===== src/inc/twsm_regs.svh =====
`ifndef TWSM_REGS_SVH
`define TWSM_REGS_SVH

// Register addresses
`define TWSM_ADDR_PCTL       16'h2d00
`define TWSM_ADDR_CFG        16'h2f01
`define TWSM_ADDR_THL        16'h2f02
`define TWSM_ADDR_THH        16'h2f03
`define TWSM_ADDR_DATA       16'h2f04
`define TWSM_ADDR_FLG        16'h2f05
`define TWSM_ADDR_ISTAT      16'h2f06
`define TWSM_ADDR_IMASK      16'h2f07

// Field positions
`define TWSM_PCTL_EN_BIT     6
`define TWSM_CFG_LSB_BIT     4
`define TWSM_CFG_START_BIT   3
`define TWSM_CFG_DATA_BIT    2
`define TWSM_CFG_STOP_BIT    1
`define TWSM_CFG_RSTRT_BIT   0
`define TWSM_FLG_BUSY_BIT    1
`define TWSM_FLG_ACK_BIT     0
`define TWSM_FLG_RSV_HI      7
`define TWSM_FLG_RSV_LO      2
`define TWSM_INT_DONE_BIT    0
`define TWSM_INT_ILL_BIT     1

// Reset values
`define TWSM_RESET_BYTE      8'h00
`define TWSM_RESET_INT       2'h0

// Bit timing: four quarters per SCL period, each (threshold + 1) cycles
`define TWSM_FIRST_QTR       2'h0
`define TWSM_SAMPLE_QTR      2'h1
`define TWSM_LAST_QTR        2'h3
`define TWSM_FIRST_BIT       3'h0
`define TWSM_LAST_BIT        3'h7

`endif


===== src/inc/twsm_pkg.sv =====
package twsm_pkg;

    // Frame parts, Gray coded along idle-start-data-ack-stop
    typedef enum logic [2:0] {
        part_idle  = 3'h0,
        part_start = 3'h1,
        part_data  = 3'h3,
        part_ack   = 3'h2,
        part_stop  = 3'h6,
        part_rstrt = 3'h7
    } twsm_part_t;

    // Whole state of the master
    typedef struct packed {
        twsm_part_t  part;
        logic [15:0] cnt;
        logic [1:0]  qtr;
        logic [2:0]  bitn;
        logic        busy;
        logic        scl;
        logic        sda_low;
        logic        drive;
        logic [7:0]  pctl;
        logic [7:0]  cfg;
        logic [7:0]  thl;
        logic [7:0]  thh;
        logic [7:0]  data;
        logic [7:0]  flg;
        logic [1:0]  int_stat;
        logic [1:0]  int_mask;
        logic [7:0]  rdata;
        logic        irq;
        logic [2:0]  sync;
        logic        sda_in;
    } twsm_state_t;

endpackage : twsm_pkg


===== src/twsm_top.sv =====
// Local design decision: the address-and-strobe port.
`timescale 1ns/1ps
`include "twsm_regs.svh"

module twsm_top (
    input  wire logic        sys_clk,
    input  wire logic        rst,
    input  wire logic [15:0] reg_addr,
    input  wire logic [7:0]  reg_wdata,
    input  wire logic        reg_wr,
    input  wire logic        reg_rd,
    output logic      [7:0]  reg_rdata,
    output logic             scl_o,
    output logic             scl_oe,
    input  wire logic        sda_i,
    output logic             sda_o,
    output logic             sda_oe,
    output logic             irq
);

    twsm_pkg::twsm_state_t s;
    twsm_pkg::twsm_state_t next_s;

    // Wire position of bit k in the data register
    function automatic logic [2:0] twsm_bit_pos(
        input logic [2:0] k,
        input logic       lsb_first
    );
        twsm_bit_pos = lsb_first ? k : (`TWSM_LAST_BIT - k);
    endfunction : twsm_bit_pos

    // Part that follows the given one, idle when the frame is over
    function automatic twsm_pkg::twsm_part_t twsm_next_part(
        input twsm_pkg::twsm_part_t cur,
        input logic [7:0]           cfg
    );
        twsm_pkg::twsm_part_t p;
        p = twsm_pkg::part_idle;
        if (cur == twsm_pkg::part_idle && cfg[`TWSM_CFG_START_BIT])
            p = twsm_pkg::part_start;
        else if ((cur == twsm_pkg::part_idle ||
                  cur == twsm_pkg::part_start) &&
                 cfg[`TWSM_CFG_DATA_BIT])
            p = twsm_pkg::part_data;
        else if (cur != twsm_pkg::part_stop &&
                 cur != twsm_pkg::part_rstrt)
        begin
            // STOP wins when both end parts are selected
            if (cfg[`TWSM_CFG_STOP_BIT])
                p = twsm_pkg::part_stop;
            else if (cfg[`TWSM_CFG_RSTRT_BIT])
                p = twsm_pkg::part_rstrt;
        end
        twsm_next_part = p;
    endfunction : twsm_next_part

    // SCL level and SDA pull-down for a quarter of a part
    function automatic logic [1:0] twsm_wave(
        input twsm_pkg::twsm_part_t part,
        input logic [1:0]           qtr,
        input logic                 bitv
    );
        logic [1:0] w;
        w = 2'h2;
        unique case (part)
            twsm_pkg::part_start,
            twsm_pkg::part_rstrt:
            begin
                // SDA falls while SCL is high
                unique case (qtr)
                    2'h0:    w = 2'h0;
                    2'h1:    w = 2'h2;
                    2'h2:    w = 2'h3;
                    default: w = 2'h1;
                endcase
            end
            twsm_pkg::part_data,
            twsm_pkg::part_ack:
            begin
                // Data set while SCL low, held through the high phase
                w = {(qtr == 2'h1 || qtr == 2'h2), ~bitv};
            end
            twsm_pkg::part_stop:
            begin
                // SDA rises while SCL is high, bus left released
                unique case (qtr)
                    2'h0:    w = 2'h1;
                    2'h1:    w = 2'h3;
                    default: w = 2'h2;
                endcase
            end
            twsm_pkg::part_idle:
            begin
                w = 2'h2;
            end
            default:
            begin
                w = 2'h2;
            end
        endcase
        twsm_wave = w;
    endfunction : twsm_wave

    // Next state: pin sync, register writes, frame engine, reads
    always_comb
    begin
        logic                 en;
        logic [15:0]          th;
        logic                 in_range;
        logic                 ill_wr;
        twsm_pkg::twsm_part_t np;
        logic [1:0]           nq;
        logic [2:0]           nb;
        logic                 bitv;
        logic [1:0]           w;
        en       = s.pctl[`TWSM_PCTL_EN_BIT];
        th       = {s.thh, s.thl};
        in_range = (reg_addr >= `TWSM_ADDR_CFG) &&
                   (reg_addr <= `TWSM_ADDR_DATA);
        ill_wr   = reg_wr && s.busy && in_range;
        np       = s.part;
        nq       = s.qtr;
        nb       = s.bitn;
        bitv     = 1'b1;
        w        = 2'h2;
        next_s   = s;

        // Three-stage synchroniser; change taken when stages 2 and 3 agree
        next_s.sync = {s.sync[1:0], sda_i};
        if (s.sync[1] == s.sync[2])
            next_s.sda_in = s.sync[2];

        // Register writes; writes to the frame range while busy are dropped
        if (ill_wr)
        begin
            next_s.int_stat[`TWSM_INT_ILL_BIT] = 1'b1;
        end
        else if (reg_wr)
        begin
            case (reg_addr)
                `TWSM_ADDR_PCTL:  next_s.pctl = reg_wdata;
                `TWSM_ADDR_CFG:   next_s.cfg  = reg_wdata;
                `TWSM_ADDR_THL:   next_s.thl  = reg_wdata;
                `TWSM_ADDR_THH:   next_s.thh  = reg_wdata;
                `TWSM_ADDR_DATA:  next_s.data = reg_wdata;
                `TWSM_ADDR_FLG:
                begin
                    // Busy is read-only; reserved bits are plain storage
                    next_s.flg[`TWSM_FLG_RSV_HI:`TWSM_FLG_RSV_LO] =
                        reg_wdata[`TWSM_FLG_RSV_HI:`TWSM_FLG_RSV_LO];
                    if (!s.busy)
                        next_s.flg[`TWSM_FLG_ACK_BIT] =
                            reg_wdata[`TWSM_FLG_ACK_BIT];
                end
                `TWSM_ADDR_ISTAT: next_s.int_stat = s.int_stat &
                                                    ~reg_wdata[1:0];
                `TWSM_ADDR_IMASK: next_s.int_mask = reg_wdata[1:0];
                default:          next_s.int_mask = s.int_mask;
            endcase
        end

        // Frame trigger by a data register write while idle and enabled
        if (reg_wr && !s.busy && en && reg_addr == `TWSM_ADDR_DATA)
        begin
            np = twsm_next_part(twsm_pkg::part_idle, s.cfg);
            if (np != twsm_pkg::part_idle)
            begin
                next_s.busy = 1'b1;
                next_s.part = np;
                next_s.qtr  = `TWSM_FIRST_QTR;
                next_s.bitn = `TWSM_FIRST_BIT;
                next_s.cnt  = 16'h0000;
                w = twsm_wave(np, `TWSM_FIRST_QTR,
                              reg_wdata[twsm_bit_pos(`TWSM_FIRST_BIT,
                                  s.cfg[`TWSM_CFG_LSB_BIT])]);
                next_s.scl     = w[1];
                next_s.sda_low = w[0];
            end
        end
        else if (s.busy && !en)
        begin
            // Disabling mid-frame abandons it and releases the bus
            next_s.busy    = 1'b0;
            next_s.part    = twsm_pkg::part_idle;
            next_s.scl     = 1'b1;
            next_s.sda_low = 1'b0;
        end
        else if (s.busy)
        begin
            if (s.cnt != th)
            begin
                next_s.cnt = s.cnt + 16'h0001;
            end
            else
            begin
                // One quarter of an SCL period has elapsed
                next_s.cnt = 16'h0000;
                if (s.qtr == `TWSM_SAMPLE_QTR)
                begin
                    // Sample SDA in the middle of the SCL high phase
                    if (s.part == twsm_pkg::part_data)
                        next_s.data[twsm_bit_pos(s.bitn,
                            s.cfg[`TWSM_CFG_LSB_BIT])] = s.sda_in;
                    else if (s.part == twsm_pkg::part_ack)
                        next_s.flg[`TWSM_FLG_ACK_BIT] = s.sda_in;
                end
                nq = s.qtr + 2'h1;
                if (s.qtr == `TWSM_LAST_QTR)
                begin
                    if (s.part == twsm_pkg::part_data &&
                        s.bitn != `TWSM_LAST_BIT)
                        nb = s.bitn + 3'h1;
                    else if (s.part == twsm_pkg::part_data)
                        np = twsm_pkg::part_ack;
                    else
                        np = twsm_next_part(s.part, s.cfg);
                end
                if (np == twsm_pkg::part_idle)
                begin
                    // Frame over; SCL stays as the last part left it
                    next_s.busy = 1'b0;
                    next_s.part = twsm_pkg::part_idle;
                    next_s.int_stat[`TWSM_INT_DONE_BIT] = 1'b1;
                end
                else
                begin
                    if (np == twsm_pkg::part_ack)
                        bitv = s.flg[`TWSM_FLG_ACK_BIT];
                    else
                        bitv = s.data[twsm_bit_pos(nb,
                            s.cfg[`TWSM_CFG_LSB_BIT])];
                    w = twsm_wave(np, nq, bitv);
                    // SDA stands from q0 to q3 of a bit, so a sampled
                    // value never feeds back onto the line mid-bit
                    if ((np == twsm_pkg::part_data ||
                         np == twsm_pkg::part_ack) &&
                        s.qtr != `TWSM_LAST_QTR)
                        w[0] = s.sda_low;
                    next_s.part    = np;
                    next_s.qtr     = nq;
                    next_s.bitn    = nb;
                    next_s.scl     = w[1];
                    next_s.sda_low = w[0];
                end
            end
        end
        else if (en)
        begin
            // Between frames SCL keeps its last level, low after data
            next_s.scl = s.scl;
        end
        else
        begin
            next_s.scl     = 1'b1;
            next_s.sda_low = 1'b0;
        end

        // Pins are driven only while the interface is enabled
        next_s.drive = next_s.pctl[`TWSM_PCTL_EN_BIT];
        // Pull-down cut with the enable, so the pin comes from one flop
        next_s.sda_low = next_s.sda_low & next_s.drive;

        // Level interrupt from unmasked sticky bits
        next_s.irq = |(next_s.int_stat & s.int_mask);

        // Read data stands for the one cycle after the read strobe
        next_s.rdata = `TWSM_RESET_BYTE;
        if (reg_rd)
        begin
            case (reg_addr)
                `TWSM_ADDR_PCTL:  next_s.rdata = s.pctl;
                `TWSM_ADDR_CFG:   next_s.rdata = s.cfg;
                `TWSM_ADDR_THL:   next_s.rdata = s.thl;
                `TWSM_ADDR_THH:   next_s.rdata = s.thh;
                `TWSM_ADDR_DATA:  next_s.rdata = s.data;
                `TWSM_ADDR_FLG:
                    next_s.rdata = {s.flg[`TWSM_FLG_RSV_HI:`TWSM_FLG_RSV_LO],
                                    s.busy,
                                    s.flg[`TWSM_FLG_ACK_BIT]};
                `TWSM_ADDR_ISTAT: next_s.rdata = {6'h00, s.int_stat};
                `TWSM_ADDR_IMASK: next_s.rdata = {6'h00, s.int_mask};
                default:          next_s.rdata = `TWSM_RESET_BYTE;
            endcase
        end
    end

    // State register
    always_ff @(posedge sys_clk or posedge rst)
    begin
        if (rst)
        begin
            s.part     <= twsm_pkg::part_idle;
            s.cnt      <= 16'h0000;
            s.qtr      <= `TWSM_FIRST_QTR;
            s.bitn     <= `TWSM_FIRST_BIT;
            s.busy     <= 1'b0;
            s.scl      <= 1'b1;
            s.sda_low  <= 1'b0;
            s.drive    <= 1'b0;
            s.pctl     <= `TWSM_RESET_BYTE;
            s.cfg      <= `TWSM_RESET_BYTE;
            s.thl      <= `TWSM_RESET_BYTE;
            s.thh      <= `TWSM_RESET_BYTE;
            s.data     <= `TWSM_RESET_BYTE;
            s.flg      <= `TWSM_RESET_BYTE;
            s.int_stat <= `TWSM_RESET_INT;
            s.int_mask <= `TWSM_RESET_INT;
            s.rdata    <= `TWSM_RESET_BYTE;
            s.irq      <= 1'b0;
            s.sync     <= 3'h7;
            s.sda_in   <= 1'b1;
        end
        else
        begin
            s <= next_s;
        end
    end

    // Outputs straight from the state register, except sda_o held at 0
    assign reg_rdata = s.rdata;
    assign scl_o     = s.scl;
    assign scl_oe    = s.drive;
    assign sda_o     = 1'b0;            // Open drain: only ever pulls low
    assign sda_oe    = s.sda_low;
    assign irq       = s.irq;

endmodule : twsm_top


===== config.mk =====
export PLATFORM = sky130hd
export DESIGN_NAME = twsm_top
export DESIGN_NICKNAME = d
export VERILOG_FILES = /design/src/inc/twsm_pkg.sv /design/src/twsm_top.sv
export VERILOG_INCLUDE_DIRS = /design/src /design/src/inc
export SDC_FILE = /design/constraint.sdc
export NUM_CORES = 1
export LEC_CHECK = 0
export BUFFER_PORTS_ARGS = -buffer_cell sky130_fd_sc_hd__buf_2
export CORE_MARGIN = 2
export CORE_UTILIZATION = 40
export DETAILED_ROUTE_END_ITERATION = 6
export GPL_TIMING_DRIVEN = 0
export SETUP_SLACK_MARGIN = 0.15
export SLEW_MARGIN = 20
export SYNTH_ARGS = -nofsm -noshare
export SYNTH_HDL_FRONTEND = slang
export SYNTH_SLANG_ARGS = --single-unit
export TNS_END_PERCENT = 20

===== constraint.sdc =====
create_clock -name sys_clk -period 3.06 [get_ports sys_clk]
set_input_delay 0.459 -clock sys_clk [delete_from_list [all_inputs] [get_ports sys_clk]]
set_output_delay 0.459 -clock sys_clk [all_outputs]
set_load 0.05 [all_outputs]

* Word level (Yosys, flattened, before mapping)
Index checks and enable logic that the tools add are counted.
** Cells by class
- Add/subtract/negate cells :: 5
- Order comparisons :: 6
- Equality and inequality tests :: 39
- Mux-type cells :: 94
- Bitwise gates (word level) :: 7
- Reduce and logical (&&, ||, !) cells :: 39
** Operators by type and width (number)
- == test 16 x 14 -> 1 bit, second input constant :: 8
- 2-to-1 mux 8 bit :: 12
- 2-to-1 mux 45 bit :: 2
- 2-to-1 mux 3 bit :: 29
- case mux 8 bit (8 select lines) :: 1
- 2-to-1 mux 27 bit :: 2
- 2-to-1 mux 1 bit :: 29
- 2-to-1 mux 25 bit :: 1
- AND reduction 3 bit :: 8
- 2-to-1 mux 21 bit :: 1
- == test 3 x 2 -> 1 bit, second input constant :: 6
- case mux 2 bit (3 select lines) :: 3
- adder 16 x 1 -> 16 bit, second input constant :: 1
- greater-or-equal comparator 16 x 14 -> 1 bit, second input constant :: 1
- <= comparator 16 x 14 -> 1 bit, second input constant :: 1
- 2-to-1 mux 16 bit :: 1
- != test 16 bit :: 1
- logical AND 1 bit :: 13
- == test 3 bit, second input constant :: 4
- < comparator 3 x 4 -> 1 bit, second input constant :: 3
- != test 3 bit, second input constant :: 4
- 2-to-1 mux 5 bit :: 2
- OR reduction 2 bit :: 5
- == test 3 x 1 -> 1 bit, second input constant :: 3
- 30 further kinds :: 49
** Storage, ports and cells
- Flip-flop bits (word level) :: 91
- Output and inout bits :: 13

* Logic depth before layout (Yosys ltp)
Gate-level depths: netlist of the first run.
- Depth in word-level cells :: 28
- Gate-level depth with buffers :: 10
- Mapped depth without buffers :: 9

* Least setup slack after synthesis of the first run
OpenSTA, ideal clock, no wires.
- Path kind :: register to register
- Start :: register s[70] (netlist name)
- End :: register s (netlist bit sda_oe)
- Setup time :: 0.094 ns
- Arrival :: 2.644 ns
- Required time :: 2.966 ns
- Path slack :: 0.322 ns
- Stages on the path, launching flop included :: 11
- Period minus slack after synthesis :: 2.738 ns
- Cells stage by stage :: dfrtp_1 -> ha_1 -> ha_1 -> or3b_1 -> buf_2 -> or3_4 -> and2_4 -> a211o_1 -> a211oi_1 -> o311ai_1 -> a211oi_1
** RTL lines
- start: declaration :: RTL line twsm_top.sv:21 : twsm_pkg::twsm_state_t s;
- start signal: assignment :: RTL line twsm_top.sv:315 : s <= next_s;

==> flow_summary.toml, run 1 <==
[outcome]
status = "complete, no violations"

[yosys]
ys_types = 69
ys_seq_area_share_pct = 44.04
yosys.area.top_type = "dfrtp_1"
syn_inst = 507
synth_fp_nets = 542
syn_area_um2 = 5185
yosys_register_bits = 91
synth_area_leaders = "dfrtp_1, mux2_1, xor2_1"
synth_edf_count = 0
ys_warn_count = 0
avgSynthCellArea_um2 = 10.23
async_reset_ff_share_pct = 100.0
yosysTopAreaCellShare_pct = 41.51
synth-main-ff-cell = "dfrtp_1"

[worst_setup_path]
critPathKind = "flip-flop to flip-flop"
regToRegSetupSlack_ps = 180
r2r_start = "s[69]"
r2r_cells = 10
critPathCaptureType = "flip-flop"
worstReg2RegEnd = "sda_oe"
cp_max_fo = 7
cp_data_required_time_ps = 3310
cp.arrival_ps = 3130
cp-start-kind = "flip-flop"

[floorplan]
start_util_pct = 41.09
fp-row-count = 41
die_w_um = 117.9
fp.dieArea_um2 = 13890
die_h_um = 117.9
core_area_um2 = 12620
io_pins = 42

[route]
viasPerCell = 5.709
vias = 4213
drtAntennaViolNets = 0
dr.pass1.iters = 5
drc = 0
wl_um = 13020
first_iter_violations = 298
wire_per_inst_um = 17.64

[place]
gp_congestion = 0.8765
io_buffers = 38
hpwl_um = 9613

[sta]
hold_viol = 0
fmax_mhz = 347.3
tns_ps = 0
slew_violations = 0
relSlewSlack_pct = 47.70
setup_violations = 0
rsz0062_at_grt = "yes"
fin_crit_ps = 2879
finalCritPeriodShare_pct = 94.10
hold_slack_ps = 11.81
fin_skew_ps = 7.621
tightestPinTransition_ps = 778.0

[grt]
overflow = 0
grt_util_all_layers_pct = 19.43
grt_pass1_vias = 4057
grt_max_degree = 81
grt_first_pass_wirelength_um = 21580
antenna_found_initial = 0

[clocking]
clk_pin_slew_ps = 60
clock-sinks = 91
cts_tree = "yes"
cts-root-buf = "clkbuf_16"
htreeDepth = 3
cts_hold_buffers = 0
cts_made_buffers = 9
clk_path_buf_depth = 2
clock_latency_ps = 350

[finish]
nNetsFinal = 596
final_cell_mix = "dfrtp_1, buf_2, nor2_1"
layout_commonest_cell = "dfrtp_1"
final_util_pct = 47.30
diodes = 0
drive_gt1_share_pct = 20.32
area_delta_synth_final_pct = 15.13

[min_path]
hold_path_class = "input pin to async pin"

[power]
p_per_area_nw_per_um2 = 391.9
irDropWorstVdd_mv = 0.3219
power_leakage_nw = 2.862

[job]
max_cap_viol_count = 0
[layer usage]
layer  global-route usage (%)  vias to the layer above  share of wire [%]
met1                    26.24                     2131                 45
met4                    4.367                        0               0.98
met2                    32.34                       92                 50
met3                    3.876                       10                4.0
li1                         -                     1980                  -
met5                        0                        -                  0
[worst max-delay path by stage]
stage | cells after the start | to | from | slack, ps
after floorplan | 1 | irq | rst | 250
after global placement | 2 | s[70] | rst | -870
after detailed placement | 10 | sda_oe | s[70] | -0.6
after CTS | 9 | sda_oe | s[72] | 130
after global routing | 10 | sda_oe | s[69] | 110
final | 10 | sda_oe | s[69] | 180
[metrics by stage]
step	area [um^2]	instances	total power, mW	setup slack, ps
after floorplan	5185	507	1.279	245.7
after global placement	5590	717	1.320	-869.7
after detailed placement	5623	718	1.326	-0.6237
after CTS	5931	737	2.367	131.8
after global routing	5969	738	2.426	105.5
final	5969	738	2.339	180.7
[cells by family (layout without fill, tap and decap cells)]
logic type	Yosys count	after routing	share of synthesized area, %
flip-flops	91	91	44.04
adder cells (fa/ha/maj)	7	7	1.641
AO/OA/AOI/OAI	111	111	15.18
buffers and inverters	47	106	4.247
multiplexers	61	61	13.18
other	1	1	0.07232
AND/OR/NAND/NOR	160	160	16.75
XOR/XNOR	29	29	4.899
[final cells by class]
cell class / instances / area [um^2]
fill: 1238 / 6650
inverter: 13 / 53.80
tap: 172 / 215.2
clock buffer: 10 / 229.0
multi-input combinational: 369 / 2720
timing repair buffer: 43 / 247.7
sequential: 91 / 2285
clock inverter: 6 / 47.55
buffer: 34 / 171.4
[critical path, stage by stage (launching register included)]
cell      delay, ps
dfrtp_1         390
ha_1            200
ha_1            170
or3b_1          330
buf_2           170
or3_4           400
and2_4          180
mux4_2          430
nor3_2          150
o311ai_1        130
a211oi_1        240
[power by group]
group,switching (mW),total (mW),internal [mW]
registers,0.00127,1.21,1.21
clock network,0.480,1.04,0.558
logic,0.0645,0.0922,0.0278
total,0.545,2.34,1.79
[cell usage after synthesis (all sizes together) (5+ instances only)]
library cell  number
nand2b             8
nor4               7
xor2              21
dfrtp             86
nand3             16
nand2             35
and3               7
buf               16
mux2              48
clkbuf            18
a222oi            12
o22ai              5
dfstp              5
nor2b              8
nor3              12
nor2              37
inv               13
a21oi             22
xnor2              8
o21ai             22
ha                 6
a22oi              7
mux2i             12
a31o              10
nand4              9
[timing repair]
item                       4_1_cts  5_1_grt
cloned                           0        0
setup buffers                    3        1
gates resized for setup          4        6
pin swaps                        3        0
setup endpoints to repair        7        5
[flip-flops by register name, summed over array words and instances (netlist names)]
name / cells
irq: 1
next_s: 2
reg_rdata: 8
s: 78
scl_o: 1
sda_oe: 1
(Power assumes the default switching activity.)
==> run 2: changes to the inputs <==
- ABC_AREA: default -> 1
==> flow_summary.toml, run 2 <==
[grt]
grt_first_pass_wirelength_um = 24330
overflow = 0
grt_max_degree = 64
grt_pass1_vias = 4696
grt_util_all_layers_pct = 21.59
antenna_found_initial = 0

[worst_setup_path]
critPathCaptureType = "flip-flop"
critical-path-slowest-cell = "dfrtp_1"
path_common_cell = "nand2_1"
cp_max_fo = 6
worstPathCellList = "ha_1 > ha_1 > nor2_2 > nand2_1 > nand2_1 > nand2_1 > nand2_1 > nand2_1 > nand2_1 > nand3_1 > nand2_1 > nand2_1 > nand2_1 > nand2_1 > nand2_1 > nand3_1 > nand3_1 > a21oi_1"
cp_data_required_time_ps = 3280
cp.arrival_ps = 2750
crit_path_max_incr_delay_ps = 430
critPathKind = "flip-flop to flip-flop"
cp-start-kind = "flip-flop"

[route]
wire_per_inst_um = 15.89
first_iter_violations = 512
drc = 0
dr.pass1.iters = 5
viasPerCell = 5.340
wl_um = 14580
vias = 4902
drtAntennaViolNets = 0

[yosys]
synthTopCellsByCount = "nand2_1, dfrtp_1, inv_1"
ys_warn_count = 0
ys_seq_area_share_pct = 42.27
synth_edf_count = 0
syn_inst = 685
synth_fp_nets = 720
async_reset_ff_share_pct = 100.0
synth-main-ff-cell = "dfrtp_1"
yosys_register_bits = 91
yosysTopAreaCellShare_pct = 39.84
synth.most_common_cell = "nand2_1"
ys_types = 61
syn_area_um2 = 5401
avgSynthCellArea_um2 = 7.885
synth_area_leaders = "dfrtp_1, nand2_1, inv_1"
yosys.area.top_type = "dfrtp_1"

[place]
dp_cells = 902
io_buffers = 40
hpwl_um = 11140
gp_congestion = 0.8603

[sta]
rsz0062_at_grt = "no"
finalCritPeriodShare_pct = 82.79
slew_violations = 0
fin_skew_ps = 6.713
fmax_mhz = 394.7
hold_slack_ps = 71.13
relSlewSlack_pct = 52.65
fin_crit_ps = 2533
setup_violations = 0
tightestPinTransition_ps = 705.0
hold_viol = 0

[clocking]
cts_made_buffers = 9
htreeDepth = 3
cts-root-buf = "clkbuf_16"
cts_hold_buffers = 0
cts_resized = 0
clock_latency_ps = 350
clk_path_buf_depth = 2
clk_pin_slew_ps = 60
post_cts_buffers = 0
clock-sinks = 91
cts_tree = "yes"

[finish]
nNetsFinal = 772
drive_gt1_share_pct = 16.17
diodes = 0
regMostFlops = "s"
area_delta_synth_final_pct = 13.57
layout_commonest_cell = "nand2_1"
finalNonFillerCells = 918
final_cell_mix = "nand2_1, dfrtp_1, inv_1"
largest_reg_flops = 78

[job]
max_cap_viol_count = 0

[power]
irDropWorstVdd_mv = 0.2162
p_per_area_nw_per_um2 = 446.0
power_leakage_nw = 2.931

[floorplan]
die_h_um = 120.2
start_util_pct = 40.95
io_pins = 42
core_area_um2 = 13190
die_w_um = 120.2
fp.dieArea_um2 = 14450
fp-row-count = 42

[outcome]
status = "complete, no violations"

[min_path]
hold_path_class = "input pin to async pin"
## run 2: changes by cell type after synthesis, moves of 13 or more
cell and delta:
mux2_1 -34, nand2_1 +121, o21ai_0 +40, nor2_1 +19
nand3_1 +30, inv_1 +70, mux2_2 -13, clkbuf_1 -18
## run 2: metal layers
layer	GRT usage, %	share of wire [%]	vias to the layer above
li1	-	-	2381
met1	31.91	48	2335
met2	31.96	44	163
met3	2.877	5.7	23
met4	8.676	2.3	0
met5	0	0	-
## run 2: layout make-up
type	count	area, um^2
fillers	1285	7056
multi-input cells	485	2648
flip-flops and latches	91	2283
inverters	93	362.8
clock buffers	16	271.5
repair buffers	41	227.7
well taps	176	220.2
plain buffers	16	121.4
## run 2: worst max-delay path, delay by kind of cell (launching register included)
kind / cells / cell delay, ps
adder cells (fa/ha/maj): 2 / 400
AND/OR/NAND/NOR: 15 / 1520
flip-flops: 1 / 430
AO/OA/AOI/OAI: 1 / 60
## run 2: kinds of logic (layout without fill, tap and decap cells)
kind of cell / Yosys count / count (layout) / synth area share (%)
AOI/OAI and AO/OA: 139 / 139 / 15.38
xor gates and xnor gates: 18 / 18 / 2.919
and+or+nand+nor: 318 / 318 / 28.52
adders and majority gates: 7 / 7 / 1.575
buffers and inverters: 109 / 166 / 8.872
other: 1 / 1 / 0.06943
muxes: 2 / 2 / 0.3938
DFF: 91 / 91 / 42.27
## run 2: path summary, 6_finish.rpt
kind / startpoint / end / slack, ps / cells past startpoint
max in group asynchronous: rst / s[74] / 2370 / 3
hold reg to reg: next_s[2] / next_s[3] / 360 / 0
setup / recovery: s[69] / sda_oe / 530 / 18
setup reg to reg: s[69] / sda_oe / 530 / 18
min in group sys_clk: sda_i / next_s[2] / 200 / 1
hold / removal: rst / reg_rdata[2] / 70 / 2
## run 2: power breakdown
part           total [mW]  switching (mW)  internal [mW]  leakage [nW]
registers            1.36          0.0841           1.28          1.17
logic               0.321           0.199          0.122          1.63
clock network        1.06           0.459          0.598         0.131
## run 2: metrics by stage
stage	utilization (%)	TNS (ps)	cell area (um^2)	total power [mW]	setup slack, ps
3_5_place_dp	44.38	0	5854	1.701	367.2
4_1_cts	46.44	0	6126	2.759	546.1
3_3_place_gp	44.14	-83980	5822	1.683	-980.2
6_report	46.51	0	6135	2.736	526.7
5_1_grt	46.51	0	6135	2.873	264.7
2_1_floorplan	-	0	5401	1.595	245.7
==> run 3: changes to the inputs <==
- ABC_AREA: 1 -> 0
- clock period: 3.06 -> 2.65 ns (I/O delays scaled with it)
==> flow_summary.toml, run 3 (same netlist as run 1, synthesis figures left out) <==
[outcome]
status = "finished, violations left"
failed_checks = "negative setup slack"

[sta]
fin_crit_ps = 2859
tightestPinTransition_ps = 553.8
hold_viol = 0
fin_skew_ps = 6.814
setup_violations = 1
slew_violations = 0
finalCritPeriodShare_pct = 107.9
fin_ws_ps = -208.5
relSlewSlack_pct = 62.97
tns_ps = -208.5
fmax_mhz = 349.8
rsz0062_at_grt = "yes"
hold_slack_ps = 24.61

[floorplan]
die_h_um = 117.9
fp-row-count = 41
core_area_um2 = 12620
fp.dieArea_um2 = 13890
io_pins = 42
die_w_um = 117.9
start_util_pct = 41.09

[place]
dp_cells = 720
hpwl_um = 9863
placed_cell_area_um2 = 5654
gp_congestion = 0.8338
io_buffers = 38

[route]
viasPerCell = 5.615
routed-wl-met3_um = 516
vias = 4211
dr.pass1.iters = 5
drtAntennaViolNets = 0
dr_wl_met2_um = 6744
wl_um = 13380
first_iter_violations = 350
highest_layer = "met4"
wire_per_inst_um = 17.84
drt-met1-wl_um = 5964
drc = 0

[power]
p_per_area_nw_per_um2 = 445.4
power_leakage_nw = 3.001
irDropWorstVdd_mv = 0.4805

[finish]
finalNonFillerCells = 750
area_delta_synth_final_pct = 21.43
regMostFlops = "s"
drive_gt1_share_pct = 26.47
fin_area_um2 = 6296
layout_commonest_cell = "dfrtp_1"
largest_reg_flops = 78
diodes = 0
final.fill_count = 1196
final_util_pct = 49.89
final_cell_mix = "dfrtp_1, buf_2, mux2_1"
nNetsFinal = 609

[worst_setup_path]
worstReg2RegEnd = "sda_oe"
r2r_start = "s[70]"
r2r_cells = 10
crit_path_max_incr_delay_ps = 460
critPathKind = "flip-flop to flip-flop"
path_common_cell = "ha_4"
path_delay_family = "simple AND/OR/NAND/NOR gates"
cp.arrival_ps = 3110
regToRegSetupSlack_ps = -210
critPathCaptureType = "flip-flop"
path_buf_inv = 1
cp_max_fo = 6
worstPathCellList = "ha_4 > ha_4 > or3b_4 > buf_6 > or3_4 > and2_4 > mux4_2 > nor3_4 > o311ai_2 > a211oi_1"
cp-start-kind = "flip-flop"
critical-path-slowest-cell = "mux4_2"
cp_data_required_time_ps = 2900

[clocking]
cts_hold_buffers = 0
clk_pin_slew_ps = 60
clock_latency_ps = 350
cts_made_buffers = 9
htreeDepth = 3
clock-sinks = 91
clk_path_buf_depth = 2
cts_tree = "yes"
cts-root-buf = "clkbuf_16"

[grt]
antenna_found_initial = 0
grt_util_all_layers_pct = 19.98
grt_pass1_vias = 4244
overflow = 0
grt_max_degree = 29
grt_first_pass_wirelength_um = 21920

[min_path]
hold_path_class = "input pin to async pin"

[job]
max_cap_viol_count = 0
[run 3: stage by stage]
step / total power, mW / setup WS [ps]
3_5_place_dp: 1.538 / -448.6
6_report: 2.804 / -208.5
3_3_place_gp: 1.526 / -373.8
2_1_floorplan: 1.477 / -88.41
5_1_grt: 2.894 / -272.3
4_1_cts: 2.833 / -209.3
[run 3: repair_timing]
action	in CTS	in global routing
pin swaps	7	6
gates resized for setup	28	35
setup endpoints to repair	36	52
buffers inserted	7	8
[run 3: worst reg2reg max path: cells and delay by family, from the launching register on]
| family | cells | cell delay (ps) |
|---|---|---|
| and+or+nand+nor | 4 | 1070 |
| muxes | 1 | 460 |
| DFF | 1 | 420 |
| AOI/OAI and AO/OA | 2 | 350 |
| adders and majority gates | 2 | 320 |
| buffers and inverters | 1 | 140 |
[run 3: metal layers]
| layer | global-route usage (%) | vias to the layer above |
|---|---|---|
| li1 | - | 1995 |
| met1 | 25.79 | 2115 |
| met2 | 33.94 | 87 |
| met3 | 4.554 | 14 |
| met4 | 4.970 | 0 |
| met5 | 0 | - |
[run 3: power by group]
group,internal (mW),total [mW],switching (mW)
sequential,1.40,1.40,0.00155
clock,0.735,1.29,0.555
combinational,0.0378,0.117,0.0794
[run 3: how the worst max path moves through the flow]
| stage | depth (start not counted) | to | slack (ps) | start |
|---|---|---|---|---|
| floorplan | 10 | sda_oe | -90 | s[70] |
| global placement | 7 | reg_rdata[2] | -370 | reg_addr[3] |
| detailed placement | 10 | sda_oe | -450 | s[70] |
| CTS | 10 | sda_oe | -210 | s[69] |
| global route | 10 | sda_oe | -270 | s[69] |
| finish | 10 | sda_oe | -210 | s[70] |
[run 3: final cells by class]
type                       instances  area (um^2)  area share (%)
buffer                            34        192.7           3.060
clock inverter                     5        61.31          0.9738
clock buffer                      10        229.0           3.637
multi-input combinational        369         2893           45.95
timing repair buffer              56        366.6           5.823
sequential                        91         2286           36.31
inverter                          13        52.55          0.8347
tap                              172        215.2           3.418
